## config.mk

```make
export PLATFORM = sky130hd
export DESIGN_NAME = tpop_top
export DESIGN_NICKNAME = d
export VERILOG_FILES = /design/src/rtl/tpop_pkg.sv /design/src/rtl/tpop_outport.sv /design/src/rtl/tpop_top.sv
export SDC_FILE = /design/constraint.sdc
export NUM_CORES = 1
export LEC_CHECK = 0
export BUFFER_PORTS_ARGS = -buffer_cell sky130_fd_sc_hd__buf_2
export CAP_MARGIN = 20
export CORE_MARGIN = 4
export CORE_UTILIZATION = 30
export CTS_BUF_LIST = sky130_fd_sc_hd__clkbuf_4
export DETAILED_ROUTE_END_ITERATION = 12
export PLACE_DENSITY_LB_ADDON = 0.05
export SLEW_MARGIN = 15
export SYNTH_ARGS = -nofsm -noshare
export SYNTH_HDL_FRONTEND = slang
export SYNTH_SLANG_ARGS = --single-unit
```

## constraint.sdc

```tcl
create_clock -name ref_clk -period 1.55 [get_ports ref_clk]
set_clock_uncertainty 0.15 [all_clocks]
set_input_delay 0.0775 -clock ref_clk [delete_from_list [all_inputs] [get_ports ref_clk]]
set_output_delay 0.0775 -clock ref_clk [all_outputs]
set_load 0.02 [all_outputs]
```

## src/rtl/tpop_pkg.sv

```systemverilog
/*
  Shared constants for the timer port and output port pin logic.
  Assumes a single 50 MHz clock and synchronous active-low reset.
*/
package tpop_pkg;
  // compare-driven lines of the timer port
  localparam int LINE_LO = 3;
  localparam int LINE_HI = 6;
  localparam int N_CMP = 4;
  // values after reset
  localparam logic [4:0] GP_LATCH_RST = 5'h00;
  localparam logic [3:0] LINE_RST = 4'h0;
  localparam logic [7:0] OP_LATCH_RST = 8'hFF;
  // compare_out_mode:compare_out_level actions
  localparam logic [1:0] OM_OFF = 2'h0;
  localparam logic [1:0] OM_TOGGLE = 2'h1;
  localparam logic [1:0] OM_LOW = 2'h2;
  localparam logic [1:0] OM_HIGH = 2'h3;
endpackage

```

## src/rtl/tpop_outport.sv

```systemverilog
/*
  Output-only port: eight fixed outputs, general-purpose latch in
  single-chip mode, high-order address latch in expanded mode.
  Assumes edge strobes come from the parent, synchronous to ref_clk.
*/
`timescale 1ns/100ps
`default_nettype none
module tpop_outport #(
  parameter int WIDTH = 8
) (
  input wire logic ref_clk, // system clock
  input wire logic rst_n, // sync reset, active low
  input wire logic ph2Fall, // falling edge of phase-2 clock
  input wire logic expandedModeSelect, // 1 = expanded mode
  input wire logic addressStrobe, // address strobe level
  input wire logic [WIDTH-1:0] highAddr, // high-order address
  input wire logic outportWriteStrobe, // write request pulse
  input wire logic [WIDTH-1:0] writeData, // data bus
  input wire logic outportReadReq, // read request pulse
  output logic outportReadEnable, // internal read enable
  output logic [WIDTH-1:0] outportReadData, // read-back data
  output logic externalAccess, // access sent to external bus
  output logic [WIDTH-1:0] outportPins // port pins
);
  import tpop_pkg::*;

  logic [WIDTH-1:0] pinQ, pinD, pendQ;
  logic pendValidQ, applyNow;

  // pins show the complement of the latch, so latch set means low
  assign applyNow = ph2Fall & pendValidQ & ~outportReadReq;
  always_comb begin
    pinD = pinQ;
    if (expandedModeSelect) begin
      if (addressStrobe)
        pinD = highAddr;
    end else if (applyNow) begin
      pinD = pendQ;
    end
  end

  // pin latch; reset sets the latch, all lines low
  always_ff @(posedge ref_clk) begin
    if (!rst_n)
      pinQ <= ~OP_LATCH_RST[WIDTH-1:0];
    else
      pinQ <= pinD;
  end

  // a write waits for the phase-2 falling edge; new write wins
  always_ff @(posedge ref_clk) begin
    if (!rst_n) begin
      pendQ <= ~OP_LATCH_RST[WIDTH-1:0];
      pendValidQ <= 1'b0;
    end else if (expandedModeSelect) begin
      pendValidQ <= 1'b0; // writes go external instead
    end else if (outportWriteStrobe) begin
      pendQ <= writeData;
      pendValidQ <= 1'b1;
    end else if (applyNow) begin
      pendValidQ <= 1'b0;
    end
  end

  // read path and external access flag
  always_ff @(posedge ref_clk) begin
    if (!rst_n) begin
      outportReadEnable <= 1'b0;
      outportReadData <= '0;
      externalAccess <= 1'b0;
    end else begin
      outportReadEnable <= outportReadReq & ~expandedModeSelect;
      externalAccess <= expandedModeSelect &
        (outportReadReq | outportWriteStrobe);
      if (outportReadReq & ~expandedModeSelect)
        outportReadData <= pinQ;
    end
  end
  assign outportPins = pinQ;

  a_ext_no_read: assert property (@(posedge ref_clk) disable iff (!rst_n)
    expandedModeSelect && outportReadReq |=>
      !outportReadEnable && externalAccess)
    else $error("expanded read raised internal read enable");
  a_read_latch: assert property (@(posedge ref_clk) disable iff (!rst_n)
    !expandedModeSelect && outportReadReq |=>
      outportReadEnable && outportReadData == $past(pinQ))
    else $error("single-chip read data not from latch");
  a_reset_low: assert property (@(posedge ref_clk) disable iff (!rst_n)
    $rose(rst_n) |-> outportPins == '0)
    else $error("outport pins not low after reset");
  a_addr_follow: assert property (@(posedge ref_clk) disable iff (!rst_n)
    expandedModeSelect && addressStrobe |=>
      outportPins == $past(highAddr))
    else $error("address not passed while strobe high");
  a_addr_hold: assert property (@(posedge ref_clk) disable iff (!rst_n)
    expandedModeSelect && !addressStrobe |=> $stable(outportPins))
    else $error("address moved while strobe low");
  // the reset edge itself moves the pins; it is not a write
  a_write_ph2: assert property (@(posedge ref_clk) disable iff (!rst_n)
    $past(rst_n) && !$stable(outportPins) &&
      !$past(expandedModeSelect) |-> $past(ph2Fall))
    else $error("single-chip pins changed off phase-2 fall");
  a_no_change_read: assert property (@(posedge ref_clk) disable iff (!rst_n)
    !expandedModeSelect && outportReadReq |=>
      $stable(outportPins))
    else $error("outport data changed during its read");
endmodule
`default_nettype wire

```

## src/rtl/tpop_top.sv

```systemverilog
/*
  Timer port (lines 3..7, output compare override) and output-only
  port pin logic. Bus clock, phase-2 clock and address strobe arrive
  as levels synchronous to ref_clk; bus clock and phase-2 clock edges are found here.
*/
// Functional notes
// - reads of lines 3..6 return the internal latch, not the pin.
// - lines 3..6 take general latch at sync strobe if no timer owns.
// - compare1 mask bit set gives channel 1 the line, blocks latch.
// - channels 2..5 own their line when mode:level is not 00.
// - channel 1 match or force loads value bits at sync strobe.
// - channel 1 beats another channel changing the same line.
// - channel x next state uses mode, level and held previous state.
// - bit 7 reads always return the buffered pin level.
// - bit 7 driver on only when its direction bit is 1.
// - mask7 at 0: line 7 from general latch, reset clears it.
// - mask7 at 1: channel 1 loads value7; writes do not reach it.
// - timer port output changes except direction occur at bus clock fall.
// - bit 7 direction changes act at phase-2 clock fall.
// - output-only port has eight lines that are always outputs.
// - expanded mode outport accesses go external, no read enable.
// - single-chip outport reads return latch ahead of buffers.
// - writes load outport latch; reset sets it, pins low.
// - expanded mode latch passes address while strobe high.
// - outport writes change pins at phase-2 clock fall.
// - outport data never changes in the cycle it is read.
`timescale 1ns/100ps
`default_nettype none
module tpop_top (
  input wire logic ref_clk, // 50 MHz system clock
  input wire logic rst_n, // sync reset, active low
  input wire logic busClk, // bus clock E level
  input wire logic internalPhase2Clock, // phase-2 clock level
  input wire logic timerportReadEnable, // timer port read pulse
  input wire logic timerportWriteStrobe, // timer port write pulse
  input wire logic [7:0] writeData, // data bus
  input wire logic [tpop_pkg::LINE_HI:tpop_pkg::LINE_LO]
    compare1PinMask, // channel 1 mask, lines 6..3
  input wire logic [tpop_pkg::LINE_HI:tpop_pkg::LINE_LO]
    compare1PinValue, // channel 1 data, lines 6..3
  input wire logic compare1MaskBit7, // channel 1 mask, line 7
  input wire logic compare1ValueBit7, // channel 1 data, line 7
  input wire logic [tpop_pkg::LINE_HI:tpop_pkg::LINE_LO]
    compareOutMode, // per line mode bit
  input wire logic [tpop_pkg::LINE_HI:tpop_pkg::LINE_LO]
    compareOutLevel, // per line level bit
  input wire logic compare1Match, // channel 1 match pulse
  input wire logic forceCompare1, // channel 1 force pulse
  input wire logic [tpop_pkg::LINE_HI:tpop_pkg::LINE_LO]
    compareXMatch, // per line match pulse
  input wire logic [tpop_pkg::LINE_HI:tpop_pkg::LINE_LO]
    forceCompareX, // per line force pulse
  input wire logic bit7Direction, // line 7 direction, 1 = out
  input wire logic pin7In, // buffered line 7 pin level
  output logic [7:tpop_pkg::LINE_LO] timerportReadData, // read-back
  output logic [tpop_pkg::LINE_HI:tpop_pkg::LINE_LO]
    timerPinOut, // lines 6..3 drive
  output logic pin7Out, // line 7 output data
  output logic pin7OutEn, // line 7 output enable
  input wire logic expandedModeSelect, // 1 = expanded mode
  input wire logic addressStrobe, // address strobe level
  input wire logic [7:0] highAddr, // high-order address
  input wire logic outportWriteStrobe, // outport write pulse
  input wire logic outportReadReq, // outport read pulse
  output logic outportReadEnable, // outport internal read enable
  output logic [7:0] outportReadData, // outport read-back
  output logic externalAccess, // outport access went external
  output logic [7:0] outportPins // outport pins
);
  import tpop_pkg::*;

  logic busClkQ, ph2Q;
  logic portSyncStrobe, ph2Fall;
  logic [7:LINE_LO] gpLatchQ;
  logic [LINE_HI:LINE_LO] lineQ, lineD;
  logic [LINE_HI:LINE_LO] ocxPendQ, ocxEv, ocxNow, ocxOn;
  logic [LINE_HI:LINE_LO] oc1Wins, tglSel;
  logic oc1PendQ, oc1Ev, oc1Now;
  logic hold7Q, hold7D, dir7Q;
  logic [4:0] readQ;

  // mode:level decode, next line state from previous state
  function automatic logic nextTimerState(
    input logic mode,
    input logic level,
    input logic prev
  );
    logic r;
    r = prev;
    case ({mode, level})
      OM_TOGGLE: r = ~prev;
      OM_LOW: r = 1'b0;
      OM_HIGH: r = 1'b1;
      default: r = prev;
    endcase
    return r;
  endfunction

  // a channel owns its line for any setting other than 00
  function automatic logic [LINE_HI:LINE_LO] ownedLines(
    input logic [LINE_HI:LINE_LO] mode,
    input logic [LINE_HI:LINE_LO] level
  );
    return mode | level;
  endfunction

  // edge detection on the bus clock and phase-2 clock levels
  always_ff @(posedge ref_clk) begin
    if (!rst_n) begin
      busClkQ <= 1'b0;
      ph2Q <= 1'b0;
    end else begin
      busClkQ <= busClk;
      ph2Q <= internalPhase2Clock;
    end
  end
  // port sync strobe marks the bus clock falling edge
  assign portSyncStrobe = busClkQ & ~busClk;
  assign ph2Fall = ph2Q & ~internalPhase2Clock;

  // general-purpose latch; stored even while a timer owns the line
  always_ff @(posedge ref_clk) begin
    if (!rst_n)
      gpLatchQ <= GP_LATCH_RST;
    else if (timerportWriteStrobe)
      gpLatchQ <= writeData[7:LINE_LO];
  end

  // compare events arrive at any time; hold them to the sync strobe
  assign oc1Ev = compare1Match | forceCompare1;
  assign ocxEv = compareXMatch | forceCompareX;
  assign oc1Now = oc1PendQ | oc1Ev;
  assign ocxNow = ocxPendQ | ocxEv;
  assign ocxOn = ownedLines(compareOutMode, compareOutLevel);

  // pending flags: an event in the strobe cycle is used, not dropped
  always_ff @(posedge ref_clk) begin
    if (!rst_n) begin
      oc1PendQ <= 1'b0;
      ocxPendQ <= '0;
    end else if (portSyncStrobe) begin
      oc1PendQ <= 1'b0;
      ocxPendQ <= '0;
    end else begin
      oc1PendQ <= oc1PendQ | oc1Ev;
      ocxPendQ <= ocxPendQ | ocxEv;
    end
  end

  // channel 1 wins a line it masks whenever it fires
  assign oc1Wins = compare1PinMask & {N_CMP{oc1Now}};
  // helper for checking the toggle path
  assign tglSel = ocxNow & ocxOn & ~oc1Wins &
    ~compareOutMode & compareOutLevel;

  // next state of lines 3..6, only at the sync strobe
  always_comb begin
    lineD = lineQ;
    if (portSyncStrobe) begin
      for (int i = LINE_LO; i <= LINE_HI; i++) begin
        if (oc1Wins[i]) begin
          lineD[i] = compare1PinValue[i];
        end else if (ocxOn[i] && ocxNow[i]) begin
          // previous state is lineQ, held until the clock edge
          lineD[i] = nextTimerState(compareOutMode[i],
            compareOutLevel[i], lineQ[i]);
        end else if (!compare1PinMask[i] && !ocxOn[i]) begin
          lineD[i] = gpLatchQ[i];
        end
      end
    end
  end

  // lines 3..6 output latch
  always_ff @(posedge ref_clk) begin
    if (!rst_n)
      lineQ <= LINE_RST;
    else
      lineQ <= lineD;
  end
  assign timerPinOut = lineQ;

  // line 7 data holder: channel 1 or the general latch
  always_comb begin
    hold7D = hold7Q;
    if (portSyncStrobe) begin
      if (compare1MaskBit7) begin
        if (oc1Now)
          hold7D = compare1ValueBit7;
      end else begin
        hold7D = gpLatchQ[7];
      end
    end
  end

  always_ff @(posedge ref_clk) begin
    if (!rst_n)
      hold7Q <= GP_LATCH_RST[4];
    else
      hold7Q <= hold7D;
  end
  assign pin7Out = hold7Q;

  // direction acts on phase-2 fall, not on the bus clock
  always_ff @(posedge ref_clk) begin
    if (!rst_n)
      dir7Q <= 1'b0; // reset leaves line 7 an input
    else if (ph2Fall)
      dir7Q <= bit7Direction;
  end
  assign pin7OutEn = dir7Q;

  // read-back: latch for 3..6, pin level for 7 whatever direction
  always_ff @(posedge ref_clk) begin
    if (!rst_n)
      readQ <= '0;
    else if (timerportReadEnable)
      readQ <= {pin7In, lineQ};
  end
  assign timerportReadData = readQ;

  // output-only port
  tpop_outport #(
    .WIDTH(8)
  ) u_outport (
    .ref_clk(ref_clk),
    .rst_n(rst_n),
    .ph2Fall(ph2Fall),
    .expandedModeSelect(expandedModeSelect),
    .addressStrobe(addressStrobe),
    .highAddr(highAddr),
    .outportWriteStrobe(outportWriteStrobe),
    .writeData(writeData),
    .outportReadReq(outportReadReq),
    .outportReadEnable(outportReadEnable),
    .outportReadData(outportReadData),
    .externalAccess(externalAccess),
    .outportPins(outportPins)
  );

  // checks on the timer port
  a_read_latch: assert property (@(posedge ref_clk) disable iff (!rst_n)
    timerportReadEnable |=>
      timerportReadData[LINE_HI:LINE_LO] == $past(lineQ))
    else $error("timer port read not from latch");

  a_gp_path: assert property (@(posedge ref_clk) disable iff (!rst_n)
    portSyncStrobe |=> ((lineQ ^ $past(gpLatchQ[LINE_HI:LINE_LO])) &
      $past(~compare1PinMask & ~ocxOn)) == '0)
    else $error("free line did not take general latch");

  a_oc1_load: assert property (@(posedge ref_clk) disable iff (!rst_n)
    portSyncStrobe && oc1Now |=>
      ((lineQ ^ $past(compare1PinValue)) &
      $past(compare1PinMask)) == '0)
    else $error("channel 1 value not loaded or not winning");

  a_oc1_block: assert property (@(posedge ref_clk) disable iff (!rst_n)
    portSyncStrobe && !oc1Now |=>
      ((lineQ ^ $past(lineQ)) & $past(compare1PinMask) &
      ~$past(ocxOn & ocxNow)) == '0)
    else $error("masked line moved without a compare");

  a_toggle_prev: assert property (@(posedge ref_clk) disable iff (!rst_n)
    portSyncStrobe |=>
      ((lineQ ^ ~$past(lineQ)) & $past(tglSel)) == '0)
    else $error("toggle did not invert previous state");

  // skip the release edge: the reset edge before it may move the lines
  a_sync_edge: assert property (@(posedge ref_clk) disable iff (!rst_n)
    $past(rst_n) && (!$stable(lineQ) || !$stable(pin7Out)) |->
      $past(portSyncStrobe))
    else $error("timer line changed off bus clock fall");

  a_dir_ph2: assert property (@(posedge ref_clk) disable iff (!rst_n)
    $past(rst_n) && !$stable(pin7OutEn) |-> $past(ph2Fall))
    else $error("direction changed off phase-2 fall");

  a_dir_enable: assert property (@(posedge ref_clk) disable iff (!rst_n)
    ph2Fall |=> pin7OutEn == $past(bit7Direction))
    else $error("line 7 enable does not follow direction");

  a_bit7_read: assert property (@(posedge ref_clk) disable iff (!rst_n)
    timerportReadEnable |=>
      timerportReadData[7] == $past(pin7In))
    else $error("bit 7 read not from pin");

  a_bit7_gp: assert property (@(posedge ref_clk) disable iff (!rst_n)
    portSyncStrobe && !compare1MaskBit7 |=>
      pin7Out == $past(gpLatchQ[7]))
    else $error("line 7 did not take general latch");

  a_bit7_oc1: assert property (@(posedge ref_clk) disable iff (!rst_n)
    portSyncStrobe && compare1MaskBit7 && !oc1Now |=>
      $stable(pin7Out))
    else $error("general write reached masked line 7");

  a_bit7_load: assert property (@(posedge ref_clk) disable iff (!rst_n)
    portSyncStrobe && compare1MaskBit7 && oc1Now |=>
      pin7Out == $past(compare1ValueBit7))
    else $error("line 7 channel 1 value not loaded");
endmodule
`default_nettype wire

```

==> results of run 1 <==
-- layout make-up --
class | instances | area, µm² | share of cell area [%]
Sequential cell | 50 | 1000 | 27.5
Clock inverter | 3 | 21.3 | 0.584
Inverter | 8 | 30.0 | 0.825
Tap cell | 102 | 128 | 3.51
Multi-Input combinational cell | 195 | 1290 | 35.4
Timing Repair Buffer | 154 | 1130 | 31.1
Clock buffer | 5 | 37.5 | 1.03
-- metal layers --
metal / part of all wire, % / global-route usage, % / wire length [µm] / vias to the layer above
li1: - / - / - / 1218
met1: 47 / 18.5 / 3090 / 1037
met2: 46 / 22.9 / 3030 / 62
met3: 5.4 / 3.30 / 356 / 9
met4: 1.2 / 4.21 / 76 / 0
met5: 0 / 0 / 0 / -
-- final timing paths --
kind / cells past startpoint / end / startpoint / slack [ns]
worst max register to register: 5 / u_outport.outportPins[3]$_SDFFE_PN0P_ / ph2Q$_SDFF_PN0_ / 0.06
worst min register to register: 2 / u_outport.outportReadData[7]$_SDFFE_PN0P_ / u_outport.outportReadData[7]$_SDFFE_PN0P_ / 0.32
worst min-delay path: 5 / timerPinOut[6]$_SDFFE_PN0P_ / compareOutLevel[6] / 0.03
worst max-delay path: 7 / u_outport.outportPins[3]$_SDFFE_PN0P_ / internalPhase2Clock / 0.02
-- synth_stat cells, drive strengths merged (6+ instances only) --
| library cell | n | area share [%] |
|---|---|---|
| a21boi | 16 | 5.0 |
| mux2i | 19 | 8.0 |
| nand2 | 46 | 7.2 |
| o211a | 9 | 3.8 |
| inv | 8 | 1.3 |
| ha | 8 | 4.2 |
| buf | 6 | 1.7 |
| nor3 | 9 | 2.1 |
| nand2b | 9 | 2.4 |
| dfxtp | 50 | 42 |
| nor2 | 13 | 2.0 |
| o21ai | 10 | 2.6 |
| clkbuf | 9 | 1.4 |
| a21oi | 7 | 1.5 |
| nor2b | 14 | 3.7 |
-- state kept, by name, indices dropped and copies added (netlist names) --
register / flops
u_outport.outportReadEnable: 1
u_outport.pendQ: 8
gpLatchQ: 5
u_outport.externalAccess: 1
u_outport.outportPins: 8
pin7Out: 1
timerPinOut: 4
pin7OutEn: 1
oc1PendQ: 1
ph2Q: 1
u_outport.outportReadData: 8
u_outport.pendValidQ: 1
busClkQ: 1
ocxPendQ: 4
timerportReadData: 5
-- kinds of logic after synthesis --
family / Yosys count / share of synthesized area (%)
adders and majority gates: 8 / 4.20
AOI/OAI and AO/OA: 71 / 22.1
DFF: 50 / 42.0
and+or+nand+nor: 97 / 19.4
muxes: 19 / 7.97
buffers and inverters: 23 / 4.35
-- worst max-delay path, delay by kind of cell --
kind                   cells  cell delay [ns]
buffers and inverters      3             0.84
AOI/OAI and AO/OA          2             0.31
and+or+nand+nor            2             0.43
-- report_power, final --
part           leakage (µW)  switching, µW  total, µW  internal [µW]
Sequential         0.000411           35.9       1390           1350
Clock             0.0000312            439        616            178
Combinational       0.00133            268        583            315
-- what timing repair did --
action | in CTS | in global routing
gates resized for setup | 0 | 3
hold endpoints to repair | 42 | 0
hold buffers | 57 | 0
endpoints found under the setup margin | 0 | 5
-- per-stage QoR --
stage / cells / hold slack [ns] / total power, µW / worst slack [ns]
2_1_floorplan: 268 / 0.0492 / 1680 / 0.0810
3_3_place_gp: 452 / 0.169 / 1880 / 0.102
3_5_place_dp: 452 / 0.173 / 1880 / 0.0817
4_1_cts: 517 / 0.00687 / 2630 / 0.0511
5_1_grt: 517 / 0.0362 / 2750 / 0.000695
6_report: 517 / 0.0286 / 2580 / 0.0192
==> run metrics, run 1 <==
synthesized area per cell=8.90 µm²; post-detailed-route count of antenna-violating nets=0; sequential element share of the synthesized area=42.0%; number of input and output port buffers inserted=84; post-route standard cell area excluding fillers=roughly 3600 µm²; share of async-settable or async-resettable flops after synthesis=0%; Arr. time, crit path=1.66 ns; Syn-to-layout area delta=52.6%; cell row count=32; number of fillers in the final layout=802; slew at the pin closest to its max-slew limit=around 0.37 ns; average wire per standard cell=between 10 and 15 µm; Worst Setup Start Kind=input pin; setup repair after global routing missed its margin=false; leakage power summed over all cells=0.00177 µW; top library cells by usage in the layout, fill and taps aside=sky130_fd_sc_hd__buf_2, sky130_fd_sc_hd__dlygate4sd3_1, sky130_fd_sc_hd__dfxtp_1; path category of the worst min-delay check=in2reg; post-synthesis sequential element count=50; setup bufs post-CTS=0; remaining global-route overflow=0; final wirelength=6.55 mm; Overall Global Routing Usage=14.1%; minimum period implied by the final worst setup slack=1.53 ns; CTS clk-pin slew, worst paths=0.15 ns; net count after synthesis=332; largest fanout of any net on the critical path=8; share of the clock period used by the worst path after layout=between 90 and 100%; Post-Synthesis Cells=about 270; total of warnings raised by yosys=0; CP max-delay cell=sky130_fd_sc_hd__dlygate4sd3_1; Max Clock Freq=around 650 MHz; count of different cell masters after synthesis=34; EDFF count, synth=0; most common cell after layout, fill and taps aside=sky130_fd_sc_hd__buf_2; global-route wire length before repair=11.1 mm; area of the mapped netlist=2380 µm²; delay contributed by the slowest stage of the critical path=approximately 0.55 ns; final core occ=a little under half; routed vias/inst=4.50; Post-DP HPWL=around 4.6 mm; initial antenna violation count=0; effective utilization at floorplan=30.9%; TritonCTS clock tree=yes; Slew Limit Fails=0; Relative slew margins=75.4%; placeable core region=just under 8000 µm²; layout cells sized above 1=27.0%; total clock buffers created by CTS=5; setup_tns=0 ns; maximum vdd ir drop=0.339 mV; Die Height=97.2 µm; Worst EP required=roughly 1.7 ns; global placement routability congestion=0.755; Root Buffer=sky130_fd_sc_hd__clkbuf_4; final setup fails=0; chain of cells forming the critical path=dlygate4sd3_1 -> buf_2 -> or3b_4 -> o21ai_4 -> buf_12 -> nand2_1 -> o211a_1; total via count after detailed routing=2326; Starting DRT DRC Count=55; width of the die=97.2 µm; CTS Buffer Depth=2; area of the die=9440 µm²; Hold Fails Final Rpt=0; placement-stage cell area=2980 µm²; length of the first detailed-routing pass in iterations=4; Synth Flop Type=sky130_fd_sc_hd__dfxtp_1; post-detailed-route DRC marker count=0; later-pin clock latency in the skew report=0.37 ns; Pwr per Cell Area=710 nW/µm²; Worst setup EP type=flip-flop; Nets=478; Antenna Diode Count=0; maximum level of the CTS H-tree=2; critical path start-end classification=in2reg; run status=completed; number of max-cap violations=0; I/O pin cnt=85; pin count of the biggest net entering global routing=28; number of global-route vias before repair=2302; number of sinks driven by the clock tree=50
Power figures use the tool's default switching activity.
==> run 2: changes to the inputs <==
--- a/config.mk
+++ b/config.mk
@@ -12,6 +12,7 @@
 export CTS_BUF_LIST = sky130_fd_sc_hd__clkbuf_4
 export DETAILED_ROUTE_END_ITERATION = 12
 export PLACE_DENSITY_LB_ADDON = 0.05
+export REMOVE_ABC_BUFFERS = 1
 export SLEW_MARGIN = 15
 export SYNTH_ARGS = -nofsm -noshare
 export SYNTH_HDL_FRONTEND = slang
==> run 2 against run 1 <==
Combinational power is 3% lower. Clock power is 56% higher. Clock-buffer cell count stayed put. Worst setup slack better by 0.010 ns. Sequential cell count stayed put. Worst hold slack worse by 0.0088 ns. Wire length is 1.4% higher. Cell area is 0.45% lower. Maximum frequency is 0.67% higher. Critical path type unchanged. Largest cell class unchanged.
==> run metrics, run 2 (same netlist as run 1, synthesis figures left out) <==
later-pin clock latency in the skew report=0.37 ns (about the same); minimum period implied by the final worst setup slack=1.52 ns (was 1.53 ns); Hold Fails Final Rpt=0 (unchanged); Starting DRT DRC Count=55 (unchanged); global-route wire length before repair=11.5 mm (was 11.1 mm); setup_tns=0 ns (unchanged); total clock buffers created by CTS=5 (unchanged); total via count after detailed routing=2309 (was 2326); slew at the pin closest to its max-slew limit=0.345 ns (was 0.365 ns); fraction of power spent switching nets=25.9% (was 28.7%); global placement routability congestion=0.691 (was 0.755); width of the die=97.2 µm (unchanged); final setup margin=0.0294 ns (was 0.0192 ns); number of input and output port buffers inserted=84 (unchanged); R2R setup slack=0.06 ns (about the same); part of the power in registers=47.6% (was 53.6%); Overall Global Routing Usage=14.8% (was 14.1%); combinational group share of total power=19.5% (was 22.6%); I/O pin cnt=85 (unchanged); remaining global-route overflow=0 (unchanged); placeable core region=7730 µm² (unchanged); effective utilization at floorplan=30.9% (unchanged); post-route standard cell area excluding fillers=3620 µm² (was 3640 µm²); most common cell after layout, fill and taps aside=sky130_fd_sc_hd__buf_2 (unchanged); Pwr per Cell Area=804 nW/µm² (was 710 nW/µm²); largest fanout of any net on the critical path=16 (was 8); routed vias/inst=4.50 (about the same); number of sinks driven by the clock tree=50 (unchanged); Worst Setup Start Kind=input pin (unchanged); P_int=2160 µW (was 1840 µW); pin count of the biggest net entering global routing=29 (was 28); Post-Place Setup Slack=0.0793 ns (was 0.0817 ns); run status=completed (unchanged); Arr. time, crit path=1.66 ns (about the same); number of max-cap violations=0 (unchanged); Syn-to-layout area delta=51.9% (was 52.6%); setup bufs post-CTS=0 (unchanged); Antenna Diode Count=0 (unchanged); maximum vdd ir drop=0.391 mV (was 0.339 mV); Worst setup EP type=flip-flop (unchanged); post-detailed-route count of antenna-violating nets=0 (unchanged); layout cells sized above 1=26.8% (was 27.0%); number of global-route vias before repair=2334 (was 2302); initial antenna violation count=0 (unchanged); Worst EP required=1.69 ns (was 1.68 ns); critical path start-end classification=in2reg (unchanged); Worst Hold Slack=0.0198 ns (was 0.0286 ns); Die Height=97.2 µm (unchanged); area of the die=9440 µm² (unchanged); Root Buffer=sky130_fd_sc_hd__clkbuf_4 (unchanged); setup repair after global routing missed its margin=false (unchanged); length of the first detailed-routing pass in iterations=4 (unchanged); share of total power in the clock network=32.9% (was 23.8%); placement-stage cell area=2980 µm² (unchanged); top library cells by usage in the layout, fill and taps aside=sky130_fd_sc_hd__buf_2, sky130_fd_sc_hd__dlygate4sd3_1, sky130_fd_sc_hd__dfxtp_1 (unchanged); Max Clock Freq=658 MHz (was 653 MHz); average wire per standard cell=12.9 µm (was 12.7 µm); Nets=474 (was 478); post-detailed-route DRC marker count=0 (unchanged); share of the clock period used by the worst path after layout=98.1% (was 98.8%); CTS Buffer Depth=2 (unchanged); TritonCTS clock tree=yes (unchanged); path category of the worst min-delay check=in2reg (unchanged); final wirelength=6.64 mm (was 6.55 mm); Slew Limit Fails=0 (unchanged); cell row count=32 (unchanged); final setup fails=0 (unchanged); switching power summed over all nets=755 µW (was 743 µW); Relative slew margins=76.7% (was 75.4%); leakage power summed over all cells=0.00175 µW (was 0.00177 µW); maximum level of the CTS H-tree=2 (unchanged); CTS clk-pin slew, worst paths=0.15 ns (about the same); Post-DP HPWL=4.58 mm (was 4.61 mm)
run 2: cell count changes in the layout (fill, tap and decap cells not counted), sizes merged:
cell | before | now
bufinv | 0 | 2
dlygate4sd3 | 57 | 53
buf | 96 | 97
clkbuf | 6 | 5
clkinv | 2 | 1
clkinvlp | 1 | 0
run 2: worst paths after layout:
| check | start | end | depth (start not counted) |
|---|---|---|---|
| max reg2reg | ph2Q$_SDFF_PN0_ | u_outport.outportPins[5]$_SDFFE_PN0P_ | 5 |
| min reg2reg | u_outport.pendQ[3]$_SDFFE_PN0P_ | u_outport.pendQ[3]$_SDFFE_PN0P_ | 2 |
| min | outportWriteStrobe | u_outport.pendQ[5]$_SDFFE_PN0P_ | 4 |
| max | internalPhase2Clock | u_outport.outportPins[5]$_SDFFE_PN0P_ | 7 |
run 2: critical path, stage by stage:
cell	delay (ns)
sky130_fd_sc_hd__dlygate4sd3_1	0.53
sky130_fd_sc_hd__buf_2	0.13
sky130_fd_sc_hd__or3b_4	0.41
sky130_fd_sc_hd__o21ai_4	0.17
sky130_fd_sc_hd__buf_12	0.15
sky130_fd_sc_hd__nand2_1	0.06
sky130_fd_sc_hd__o211a_1	0.12
run 2: power by group through the flow:
stage	logic, µW	clock network (µW)	registers, µW
2_1_floorplan	205	0	1450
3_3_place_gp	465	0	1410
3_5_place_dp	467	0	1420
4_1_cts	574	996	1390
5_1_grt	638	1050	1400
6_report	568	959	1390
run 2: stage by stage:
stage / power (µW) / util [%] / instances
2_1_floorplan: 1650 / - / 253
3_3_place_gp: 1880 / 38.6 / 452
3_5_place_dp: 1880 / 38.6 / 452
4_1_cts: 2960 / 46.8 / 513
5_1_grt: 3080 / 46.9 / 513
6_report: 2910 / 46.9 / 513
run 2: area by class of cell:
class | count | area [µm²]
clock inverter | 3 | 68.8
sequential | 50 | 1000
multi-input combinational | 195 | 1280
inverter | 8 | 30.0
clock buffer | 5 | 37.5
tap | 102 | 128
fill | 801 | 4100
timing repair buffer | 150 | 1070
run 2: metal layers:
layer,vias to the layer above,routed length [µm],global-route usage [%]
met2,50,3100,24.5
met3,7,300,3.16
met5,-,0,0
met1,1038,3180,19.6
li1,1214,-,-
met4,0,62,3.56
run 2: what timing repair did:
item	4_1_cts	5_1_grt
gates resized for setup	0	1
endpoints found under the setup margin	0	1
hold buffers	53	0
endpoints found under the hold margin	41	0
